`src/rtl/term_decoder_regs.svh`:
```
`ifndef TERM_DECODER_REGS_SVH
`define TERM_DECODER_REGS_SVH

// structural defaults
`define TERM_COUNT         8
`define FUNC_CODE_W        6
`define FREQ_W             16
`define SPEED_BITS         7
`define STEP_W             3

// input function selector codes
`define FUNC_JOG           6'h06
`define FUNC_TWO_STEP      6'h09
`define FUNC_TRIP_CLEAR    6'h12
`define FUNC_3W_START      6'h14
`define FUNC_3W_STOP       6'h15
`define FUNC_3W_DIR        6'h16
`define FUNC_SPEED_FIRST   6'h20
`define FUNC_SPEED_LAST    6'h26

// frequency source for step zero
`define FSRC_ANALOG        2'h1
`define FSRC_PANEL         2'h2

// run command source
`define RSRC_TERMINAL      2'h1

// jog stop selection
`define JSTOP_FREE_OFF     3'h0
`define JSTOP_DECEL_OFF    3'h1
`define JSTOP_DC_OFF       3'h2
`define JSTOP_FREE_ON      3'h3
`define JSTOP_DECEL_ON     3'h4
`define JSTOP_DC_ON        3'h5

// jog frequency in units of 0.01 Hz
`define JOG_FREQ_MAX       16'h03E7
`define JOG_FREQ_DEFAULT   16'h0258

`endif

```
`src/rtl/term_decoder_pkg.sv`:
```
package term_decoder_pkg;

    typedef enum logic [1:0] {
        ST_IDLE,
        ST_RUN,
        ST_JOG,
        ST_HOLD
    } jog_state_t;

    typedef enum logic [1:0] {
        STOP_FREE,
        STOP_DECEL,
        STOP_DCBRAKE
    } stop_kind_t;

endpackage

```
`src/rtl/term_sync.sv`:
```
`timescale 1ns/1ns
module term_sync #(
    parameter int W = 8
) (
    input  wire logic         i_ref_clk,
    input  wire logic         i_nrst,
    input  wire logic [W-1:0] i_lvl,
    output logic      [W-1:0] o_lvl
);

    typedef struct packed {
        logic [W-1:0] meta;
        logic [W-1:0] lvl;
    } sync_t;

    sync_t st_q;
    sync_t st_d;

    always_comb begin
        st_d      = st_q;
        st_d.meta = i_lvl;
        st_d.lvl  = st_q.meta;
    end

    always_ff @(posedge i_ref_clk) begin
        if (!i_nrst) begin
            st_q <= '0;
        end else begin
            st_q <= st_d;
        end
    end

    assign o_lvl = st_q.lvl;
endmodule

```
`src/rtl/term_decoder.sv`:
```
`timescale 1ns/1ns
`include "term_decoder_regs.svh"
module term_decoder
    import term_decoder_pkg::*;
#(
    parameter int N  = `TERM_COUNT,
    parameter int CW = `FUNC_CODE_W,
    parameter int FW = `FREQ_W
) (
    input  wire logic                 i_ref_clk,
    input  wire logic                 i_nrst,
    input  wire logic [N-1:0]         i_terminals,
    input  wire logic                 i_forward_run_input,
    input  wire logic                 i_reverse_run_input,
    input  wire logic [N*CW-1:0]      i_input_function_selectors,
    input  wire logic [1:0]           i_frequency_source_select,
    input  wire logic [1:0]           i_run_command_source_select,
    input  wire logic [7*FW-1:0]      i_step_speed_references,
    input  wire logic [FW-1:0]        i_panel_frequency_setting,
    input  wire logic [FW-1:0]        i_analog_frequency,
    input  wire logic [FW-1:0]        i_jog_frequency_setting,
    input  wire logic [FW-1:0]        i_starting_frequency,
    input  wire logic [2:0]           i_jog_stop_select,
    output logic      [FW-1:0]        o_freq_ref,
    output logic      [`STEP_W-1:0]   o_step_index,
    output logic                      o_run,
    output logic                      o_reverse,
    output logic                      o_jog_active,
    output logic                      o_ramp_bypass,
    output logic      [1:0]           o_stop_method,
    output logic                      o_two_step_ramp_input,
    output logic                      o_trip_clear_input,
    output logic                      o_three_wire_mode
);

    typedef struct packed {
        jog_state_t         state;
        stop_kind_t         stop;
        logic               run;
        logic               jog;
        logic               rev;
        logic               start_latch;
        logic               three_wire;
        logic               alt;
        logic               trip_prev;
        logic               trip_pulse;
        logic [`STEP_W-1:0] step;
        logic [FW-1:0]      freq;
        logic [FW-1:0]      jog_f;
    } ctl_t;

    ctl_t st_q;
    ctl_t st_d;

    logic [N-1:0]   term_lvl;
    logic           fw_lvl;
    logic           rv_lvl;

    term_sync #(
        .W (N + 2)
    ) u_sync (
        .i_ref_clk (i_ref_clk),
        .i_nrst    (i_nrst),
        .i_lvl     ({i_reverse_run_input, i_forward_run_input, i_terminals}),
        .o_lvl     ({rv_lvl, fw_lvl, term_lvl})
    );

    // per-terminal decode of the function selector
    logic [N-1:0][`SPEED_BITS-1:0] spd_m;
    logic [N-1:0]                  jog_m;
    logic [N-1:0]                  alt_m;
    logic [N-1:0]                  trip_m;
    logic [N-1:0]                  sta_m;
    logic [N-1:0]                  stp_alloc_m;
    logic [N-1:0]                  stp_open_m;
    logic [N-1:0]                  dir_m;
    logic [FW-1:0]                 step_ref [`SPEED_BITS];

    for (genvar t = 0; t < N; t++) begin : g_term
        logic [CW-1:0] code;
        logic [CW-1:0] rel;
        logic          in_speed;
        assign code     = i_input_function_selectors[t*CW +: CW];
        assign rel      = code - `FUNC_SPEED_FIRST;
        assign in_speed = (code >= `FUNC_SPEED_FIRST) &&
                          (code <= `FUNC_SPEED_LAST);
        for (genvar f = 0; f < `SPEED_BITS; f++) begin : g_bit
            assign spd_m[t][f] = term_lvl[t] && in_speed &&
                                 (rel == CW'(f));
        end
        assign jog_m[t]       = term_lvl[t] && code == `FUNC_JOG;
        assign alt_m[t]       = term_lvl[t] &&
                                code == `FUNC_TWO_STEP;
        assign trip_m[t]      = term_lvl[t] &&
                                code == `FUNC_TRIP_CLEAR;
        assign sta_m[t]       = term_lvl[t] &&
                                code == `FUNC_3W_START;
        assign stp_alloc_m[t] = code == `FUNC_3W_STOP;
        assign stp_open_m[t]  = stp_alloc_m[t] && !term_lvl[t];
        assign dir_m[t]       = term_lvl[t] && code == `FUNC_3W_DIR;
    end

    for (genvar s = 0; s < `SPEED_BITS; s++) begin : g_ref
        assign step_ref[s] = i_step_speed_references[s*FW +: FW];
    end

    logic [`SPEED_BITS-1:0] spd_bits;
    logic                   jog_lvl;
    logic                   trip_lvl;
    logic                   sta_lvl;
    logic                   stp_alloc;
    logic                   stp_lvl;
    logic                   term_ok;
    logic                   jog_allowed;
    stop_kind_t             jog_kind;
    always_comb begin
        spd_bits = '0;
        for (int t = 0; t < N; t++) begin
            spd_bits = spd_bits | spd_m[t];
        end
    end
    assign jog_lvl   = |jog_m;
    assign trip_lvl  = |trip_m;
    assign sta_lvl   = |sta_m;
    assign stp_alloc = |stp_alloc_m;
    // several stop terminals act in series: any open one stops
    assign stp_lvl   = stp_alloc && !(|stp_open_m);
    // terminal run commands only count with the terminal block as source
    assign term_ok   = i_run_command_source_select == `RSRC_TERMINAL;
    assign jog_allowed = i_jog_stop_select >= `JSTOP_FREE_ON;
    always_comb begin
        case (i_jog_stop_select)
            `JSTOP_FREE_OFF,
            `JSTOP_FREE_ON:   jog_kind = STOP_FREE;
            `JSTOP_DECEL_OFF,
            `JSTOP_DECEL_ON:  jog_kind = STOP_DECEL;
            `JSTOP_DC_OFF,
            `JSTOP_DC_ON:     jog_kind = STOP_DCBRAKE;
            default:          jog_kind = STOP_FREE;
        endcase
    end

    logic run_cmd;
    logic rev_cmd;
    always_comb begin
        int n;
        n    = 0;
        st_d = st_q;

        // three-wire latch; a held start with stop open does not latch
        st_d.three_wire  = stp_alloc && term_ok;
        st_d.start_latch = stp_lvl && term_ok &&
                           (st_q.start_latch || sta_lvl);
        if (stp_alloc) begin
            run_cmd = st_d.start_latch;
            rev_cmd = |dir_m;
        end else begin
            run_cmd = term_ok && (fw_lvl || rv_lvl);
            rev_cmd = rv_lvl && !fw_lvl;
        end

        // lowest-numbered asserted bit wins
        st_d.step = '0;
        for (n = `SPEED_BITS - 1; n >= 0; n--) begin
            if (spd_bits[n]) begin
                st_d.step = `STEP_W'(n + 1);
            end
        end

        // jog frequency held within its legal span
        if (i_jog_frequency_setting > `JOG_FREQ_MAX) begin
            st_d.jog_f = `JOG_FREQ_MAX;
        end else if (i_jog_frequency_setting < i_starting_frequency) begin
            st_d.jog_f = i_starting_frequency;
        end else begin
            st_d.jog_f = i_jog_frequency_setting;
        end

        case (st_q.state)
            ST_IDLE: begin
                if (run_cmd && jog_lvl) begin
                    st_d.state = ST_JOG;
                end else if (run_cmd) begin
                    st_d.state = ST_RUN;
                    st_d.stop  = STOP_DECEL;
                end
            end
            ST_RUN: begin
                if (!run_cmd) begin
                    st_d.state = ST_IDLE;
                    st_d.stop  = STOP_DECEL;
                end else if (jog_lvl && jog_allowed) begin
                    st_d.state = ST_JOG;
                end
            end
            ST_JOG: begin
                if (!run_cmd) begin
                    st_d.state = ST_IDLE;
                    st_d.stop  = jog_kind;
                end else if (!jog_lvl) begin
                    // no restart until the run command is dropped
                    st_d.state = ST_HOLD;
                    st_d.stop  = jog_allowed ? STOP_FREE : jog_kind;
                end
            end
            ST_HOLD: begin
                if (!run_cmd) begin
                    st_d.state = ST_IDLE;
                end
            end
            default: begin
                st_d.state = ST_IDLE;
            end
        endcase
        st_d.run = st_d.state == ST_RUN || st_d.state == ST_JOG;
        st_d.jog = st_d.state == ST_JOG;
        st_d.rev = st_d.run ? rev_cmd : st_q.rev;
        if (st_d.jog) begin
            st_d.freq = st_d.jog_f;
        end else if (st_d.step != '0) begin
            st_d.freq = step_ref[st_d.step - `STEP_W'(1)];
        end else if (i_frequency_source_select == `FSRC_PANEL) begin
            st_d.freq = i_panel_frequency_setting;
        end else if (i_frequency_source_select == `FSRC_ANALOG) begin
            st_d.freq = i_analog_frequency;
        end else begin
            st_d.freq = '0;
        end

        st_d.alt        = |alt_m;
        st_d.trip_prev  = trip_lvl;
        st_d.trip_pulse = trip_lvl && !st_q.trip_prev;
    end

    always_ff @(posedge i_ref_clk) begin
        if (!i_nrst) begin
            st_q       <= '0;
            st_q.state <= ST_IDLE;
            st_q.stop  <= STOP_DECEL;
            st_q.jog_f <= `JOG_FREQ_DEFAULT;
        end else begin
            st_q <= st_d;
        end
    end

    assign o_freq_ref            = st_q.freq;
    assign o_step_index          = st_q.step;
    assign o_run                 = st_q.run;
    assign o_reverse             = st_q.rev;
    assign o_jog_active          = st_q.jog;
    assign o_ramp_bypass         = st_q.jog;
    assign o_stop_method         = st_q.stop;
    assign o_two_step_ramp_input = st_q.alt;
    assign o_trip_clear_input    = st_q.trip_pulse;
    assign o_three_wire_mode     = st_q.three_wire;
endmodule

```
`config.mk`:
```
export PLATFORM = sky130hd
export DESIGN_NAME = term_decoder
export DESIGN_NICKNAME = d
export VERILOG_FILES = /design/src/rtl/term_decoder_pkg.sv /design/src/rtl/term_sync.sv /design/src/rtl/term_decoder.sv
export VERILOG_INCLUDE_DIRS = /design/src /design/src/rtl
export SDC_FILE = /design/constraint.sdc
export NUM_CORES = 1
export LEC_CHECK = 0
export ABC_AREA = 0
export BUFFER_PORTS_ARGS = -buffer_cell sky130_fd_sc_hd__buf_2
export CAP_MARGIN = 10
export CORE_MARGIN = 3
export CORE_UTILIZATION = 51
export DETAILED_ROUTE_END_ITERATION = 6
export GPL_TIMING_DRIVEN = 1
export HOLD_SLACK_MARGIN = 0.05
export PLACE_DENSITY = 0.88
export SYNTH_ARGS = -nofsm -noshare
export SYNTH_HDL_FRONTEND = slang
export SYNTH_HIERARCHICAL = 1
export SYNTH_SLANG_ARGS = --single-unit
```
`constraint.sdc`:
```
create_clock -name i_ref_clk -period 7.3 [get_ports i_ref_clk]
set_input_delay 0.365 -clock i_ref_clk [delete_from_list [all_inputs] [get_ports i_ref_clk]]
set_output_delay 0.365 -clock i_ref_clk [all_outputs]
set_load 0.01 [all_outputs]
```
# --- After elaboration in Yosys (flattened, before gate mapping) ---
# Index checks and enable logic that the tools add are counted.
classes:
  n_shift: 0
  eq_ne: 112
  reduce_logical: 164
  mul: 0
  n_lt_le_gt_ge: 20
  addsub: 9
  n_mux: 31
  bitwise: 8
  div_mod_pow: 0
ops:
  columns: ["operator", "count"]
  rows:
  - ["equality test 6 x 3 -> 1 bit (second input constant)", 32]
  - ["equality test 6 x 5 -> 1 bit (second input constant)", 32]
  - ["logical AND 1 bit", 129]
  - ["two-way mux 16 bit", 8]
  - ["equality test 6 x 2 -> 1 bit (second input constant)", 16]
  - ["OR reduction 8 bit", 7]
  - ["OR 7 bit", 7]
  - ["binary-select mux 16 bit (select 3 bit)", 1]
  - ["equality test 6 x 1 -> 1 bit (second input constant)", 8]
  - ["equality test 6 x 4 -> 1 bit (second input constant)", 8]
  - ["greater-or-equal comparator 6 bit (second input constant)", 8]
  - ["less-or-equal comparator 6 bit (second input constant)", 8]
  - ["zero test 6 bit", 8]
  - ["subtractor 6 bit (second input constant)", 8]
  - ["two-way mux 3 bit", 7]
  - ["greater-than comparator 16 x 10 -> 1 bit (second input constant)", 1]
  - ["< comparator 16 bit", 1]
  - ["two-way mux 2 bit", 7]
  - ["two-way mux 4 bit", 3]
  - ["zero test 1 bit", 11]
  - ["equality test 2 x 1 -> 1 bit (second input constant)", 4]
  - ["equality test 2 bit (second input constant)", 4]
  - ["case mux 2 bit (4 select lines)", 1]
  - ["equality test 3 bit (second input constant)", 2]
  - ["other kinds (16)", 23]
word_totals:
  memories: 0
  mem_bits_ro: 0
  latch_bits: 0
  output_inout_bits: 28
  register_bits: 51
  mem_bits_rw: 0
  input_bits: 243

# --- Logic depth before layout (Yosys ltp) ---
depth:
  depth_word: 25
  mapped_depth: 18

# --- Modules after synthesis ---
# The synthesis kept the hierarchy.
by_module_without_submodules:
  columns: ["mod", "n_inst", "area_each_um2", "cells_each", "seq_area_each_um2"]
  rows:
  - ["term_decoder", 1, 4794.6, 613, 620.6]
  - ["term_sync", 1, 561.8, 42, 400.4]

# --- Least setup slack after synthesis ---
# Ideal clock, no wire load.
synth_timing:
  path_kind: "in2reg"
  start: "input i_input_function_selectors[16]"
  end: "register st_q, in the netlist o_freq_ref[5]"
  setup_slack_ns: 3.747
  n_path_buf: 6
  arrival_time_ns: 3.418
  required_ns: 7.165
  path_stages: 16
  setup_time_ns: 0.135
  path_cell_list: "nand3b_1 -> or3_1 -> o32ai_1 -> a311oi_1 -> o2111ai_1 -> and2b_4 -> buf_6 -> buf_6 -> buf_4 -> ha_1 -> clkbuf_1 -> clkbuf_1 -> clkbuf_1 -> mux4_2 -> nand2_1 -> o311ai_1"
synth_between:
  elab_chain_cells: 24
synth_lines:
  columns: ["element", "line_no", "rtl"]
  rows:
  - ["from (decl)", "term_decoder.sv:15", "input wire logic [N*CW-1:0] i_input_function_selectors,"]
  - ["branches (longest 23 deep; another with subtractor 6 bit)", null, null]
  - ["two-way mux 16 bit (*)", "term_decoder.sv:218", "if (st_d.jog) begin"]
  - ["to (signal assigned)", "term_decoder.sv:242", "st_q <= st_d;"]
  - ["to (decl)", "term_decoder.sv:52", "ctl_t st_q;"]
# Every way passes the cells marked *. The select of a mux whose other input is x is not followed.
# A chain may end at the register's enable or synchronous reset.

# --- Final worst setup path ---
layout_timing:
  start: "register u_sync.st_q, in the netlist u_sync/o_lvl[7]"
  end: "register st_q, in the netlist o_freq_ref[8]"
layout_between:
  elab_chain_cells: 17
layout_lines:
  columns: ["element", "line_no", "rtl"]
  rows:
  - ["from (decl)", "term_sync.sv:16", "sync_t st_q;"]
  - ["from (signal assigned)", "term_sync.sv:29", "st_q <= st_d;"]
  - ["logical AND 1 bit (2 in a row)", "term_decoder.sv:88", "assign spd_m[t][f] = term_lvl[t] && in_speed &&"]
  - ["OR 7 bit", "term_decoder.sv:119", "spd_bits = spd_bits | spd_m[t];"]
  - ["two-way mux 3 bit (7 in a row)", "term_decoder.sv:165", "if (spd_bits[n]) begin"]
  - ["subtractor 3 x 1 -> 3 bit", "term_decoder.sv:221", "st_d.freq = step_ref[st_d.step - `STEP_W'(1)];"]
  - ["inverter 3 -> 4 bit", "term_decoder.sv:221", null]
  - ["binary-select mux 16 bit (select 3 bit)", "term_decoder.sv:221", null]
  - ["two-way mux 16 bit (2 in a row)", "term_decoder.sv:221", null]
  - ["two-way mux 16 bit", "term_decoder.sv:220", "end else if (st_d.step != '0) begin"]
  - ["two-way mux 16 bit (*)", "term_decoder.sv:218", null]
# Every way passes the cells marked *; elsewhere a longest branch is shown, timed or not. The select of a mux whose other input is x is not followed.

==> summary by stage <==
Run status
The run finished with clean final reports.

Clocking
The clock insertion delay at the later pin of the skew report is 290 ps. The H-tree was split into 2 levels. The maximum number of buffers from clock root to sink is 2. After clock tree synthesis, the repair step resized 0 gates. Clock tree synthesis selected as its root buffer the cell sky130_fd_sc_hd__clkbuf_8. The number of buffers created by CTS is 5. TritonCTS built the clock tree. The number of setup buffers added after CTS is 0. The clock-pin transition on the worst setup and hold timing paths is around 90 ps. CTS saw a little over 50 sinks. The count of hold buffers inserted by post-cts repair is 0.

Logic synthesis
After technology mapping, the gate count stands at roughly 660. The cell taking the most area after synthesis is sky130_fd_sc_hd__dfxtp_1. In the synthesized netlist, the cells that appear most often are sky130_fd_sc_hd__nor2_1 (63), sky130_fd_sc_hd__dfxtp_1 (51), sky130_fd_sc_hd__nand2_1 (47). Yosys attributes the largest share of cell area to sky130_fd_sc_hd__dfxtp_1 (19%), sky130_fd_sc_hd__ha_1 (5.4%), sky130_fd_sc_hd__mux4_2 (4.6%), sky130_fd_sc_hd__nor2_1 (4.4%), sky130_fd_sc_hd__a22oi_1 (3.8%). The area share of the largest cell type after synthesis is 19.1%. Yosys mapped a number of flops with a built-in enable equal to 0. Among all flip-flop cells after synthesis, the most frequent one is sky130_fd_sc_hd__dfxtp_1. The number of warning messages in the yosys log is 6. The most frequently used cell type in the post-synthesis netlist is sky130_fd_sc_hd__nor2_1. The synthesized area per cell is a little over 8 sq um.

The register area share after synthesis is a little under a fifth. After synthesis, the share of flip-flops with an asynchronous set or reset is 0%. The distinct cell type count of the synthesized netlist is between 70 and 80.

The post-synthesis cell area is between 5000 and 6000 sq um. The number of nets in the synthesized netlist is between 900 and 1,000. The register bit count reported by yosys is approximately 50.

Placement
The worst-case setup slack after placement is ~3300 ps. The HPWL after detailed placement is roughly 18,000 um. After detailed placement, the design holds a cell count of between 1,000 and 1,500. The number of port buffers is 270. Summing all placed instances gives a cell area of about 6500 sq um. The placer congestion estimate is 1.01.

Worst setup path
The delay contributed by the slowest stage of the critical path is 520 ps. The timing startpoint of the critical path is u_sync/o_lvl[7]$_SDFF_PN0_. The critical path start-end classification is flip-flop to flip-flop.

The slowest stage of the critical path is the sky130_fd_sc_hd__nor4_1 cell. The worst register-to-register path begins at u_sync/o_lvl[7]$_SDFF_PN0_. The worst setup path is launched from a flip-flop. The critical path data required time is between 7000 and 8000 ps. STA classifies the critical path endpoint as a flip-flop. Counting stages on the worst path, the most repeated cell is sky130_fd_sc_hd__ha_1.

The data arrival time of the critical path is 4130 ps. In this run the worst path has a maximum fanout of 11. The critical path goes through and3b_1, nand4b_1, o41ai_1, nor4_1, and3_1, o21ai_0, a31o_2, ha_1, ha_1, nand2b_1, or2_2, o221ai_1, nor2_1.

Worst hold path
The start point of the worst hold path is i_forward_run_input. The type of the most critical hold path is input port to flip-flop.

Timing
The final count of pins violating max slew is 0. The setup TNS is 0 ps. The tightest hold path in the finished design has a slack of between 200 and 300 ps.

The worst slew slack as a fraction of its limit is a little over a fifth. The final critical path takes up around 54% of the cycle. Setup repair after global routing left no endpoint under its margin. The setup slack of the critical path after layout is between 3000 and 4000 ps. On the final layout, the worst clock skew is ~7.5 ps.

Based on the critical path, the design can be clocked at up to ~0.25 GHz. At the pin with the least slew margin, the transition time is roughly 1200 ps. The minimum clock period after layout is around 3900 ps. The final hold violation count is 0. Setup violations remaining at the end of the flow were counted as 0.

Global route
The via count of the first global-routing pass is just under 6,000. The pin count of the biggest net entering global routing is 53. The first-pass GRT wire length is between 30,000 and 40,000 um. Global routing finished with a remaining overflow of 0. The global-route usage over all layers is between 30 and 40%. The number of antenna violations at the first check in global routing is 1.

Route
The count of nets left with antenna violations once routing finished came out at 0. The via count of the routed design is ~6,300. The per-cell routed wire length is between 20 and 25 um. The post-detailed-route DRC marker count is 0. After detailed routing, the number of vias per cell comes to slightly above 6. The post-detailed-routing wire length is about 21,000 um. The first-pass iteration count of the detailed router is 5. The number of DRC markers after the initial detailed-route iteration is approximately 670.

Final layout
The multi-input logic area is around 3900 sq um. After routing the design area is approximately 6600 sq um. After the flow finishes, the layout carries non-filler instances totaling between 1,000 and 1,500.

The total number of nets in the final design is about 1,100. Of the cells placed in the final design, the portion with a size suffix greater than 1 is about two fifths. Registers take just over 1000 sq um.

The area growth from synthesis to layout is 23.7%. The number of filler instances in the final layout is roughly 900. Once layout is complete, the utilization of the core stands at roughly two thirds.

Floorplan
For this configuration, the core starts out at a cell density of 53.6%. The core footprint is 10000 sq um. During I/O placement, the number of pins put on the boundary was roughly 270.

The floorplan die width is 108 um. The die outline height is about 110 um. The die area is 11,800 sq um. The placement row count is 36.

Power and ir drop
The final total power is ~0.78 mW. VDD sags by at most 0.0710 mV. The ratio of total power to cell area is between 100 and 150 nW/um^2. In this run the static leakage power is between 2 and 3 nW.

Run
The number of maximum-capacitance constraint violations is 0.
==> registers in the layout, indices dropped and copies added (netlist names) <==
name / flops
o_freq_ref: 16
o_jog_active: 1
o_reverse: 1
o_run: 1
o_step_index: 3
o_stop_method: 2
o_three_wire_mode: 1
o_trip_clear_input: 1
o_two_step_ramp_input: 1
st_q: 4
u_sync/o_lvl: 10
u_sync/st_d: 10
==> worst max-delay path, delay by kind of cell (launching register included) <==
family	cells	cell delay, ps
AO/OA/AOI/OAI	4	790
adder cells (fa/ha/maj)	2	690
flip-flops	1	400
AND/OR/NAND/NOR	7	1950
==> cells in the final DEF, fill, tap and decap left out, drive strengths merged, types with 7 or more instances in the layout <==
master	Yosys	routed
dfxtp	51	51
nor3	8	8
ha	23	23
nor4b	7	7
nor4	12	12
a221oi	9	9
or2	8	8
a211oi	10	10
o21ai	17	17
buf	33	271
nand2	47	47
and4bb	13	13
nor2	64	64
and3b	11	11
nand3	11	11
nor2b	19	19
mux2	11	11
and2	25	25
nand2b	21	21
nor3b	12	12
mux4	15	15
a21oi	28	28
a22oi	27	27
nand3b	10	10
inv	27	27
nand4	20	20
==> area by class of cell <==
cell class	instances	area share, %
Antenna cell	1	0.0378
Timing Repair Buffer	271	20.5
Clock inverter	2	0.189
Multi-Input combinational cell	526	58.7
Clock buffer	6	1.10
Sequential cell	51	15.4
Inverter	27	1.53
Tap cell	133	2.51
==> path summary, 6_finish.rpt <==
kind                              endpoint  slack (ps)  depth (start not counted)
min reg2reg  o_trip_clear_input$_SDFF_PN0_         390                          1
max               o_freq_ref[8]$_SDFF_PN0_        3350                         13
max reg2reg       o_freq_ref[8]$_SDFF_PN0_        3350                         13
min              u_sync/st_d[8]$_SDFF_PN0_         260                          2
==> metal layers <==
layer  part of all wire, %  up-vias  GRT usage (%)
li1                      -     2943              -
met1                    40     2899           44.8
met2                    47      378           53.4
met3                    11       38           7.46
met4                   2.6        0           10.2
met5                     0        -              0
==> cell families after synthesis <==
| group | after synthesis | synth area share, % |
|---|---|---|
| buf+inv | 78 | 8.29 |
| simple gates | 314 | 35.6 |
| flops | 51 | 19.1 |
| compound gates | 158 | 21.9 |
| fa+ha+maj | 23 | 5.37 |
| mux | 31 | 9.83 |
==> report_power, final <==
part | switching (mW) | leakage, nW | internal, mW
Sequential | 0.00920 | 0.419 | 0.296
Clock | 0.0906 | 0.0412 | 0.0672
Combinational | 0.169 | 2.51 | 0.143
Power figures use the tool's default switching activity.
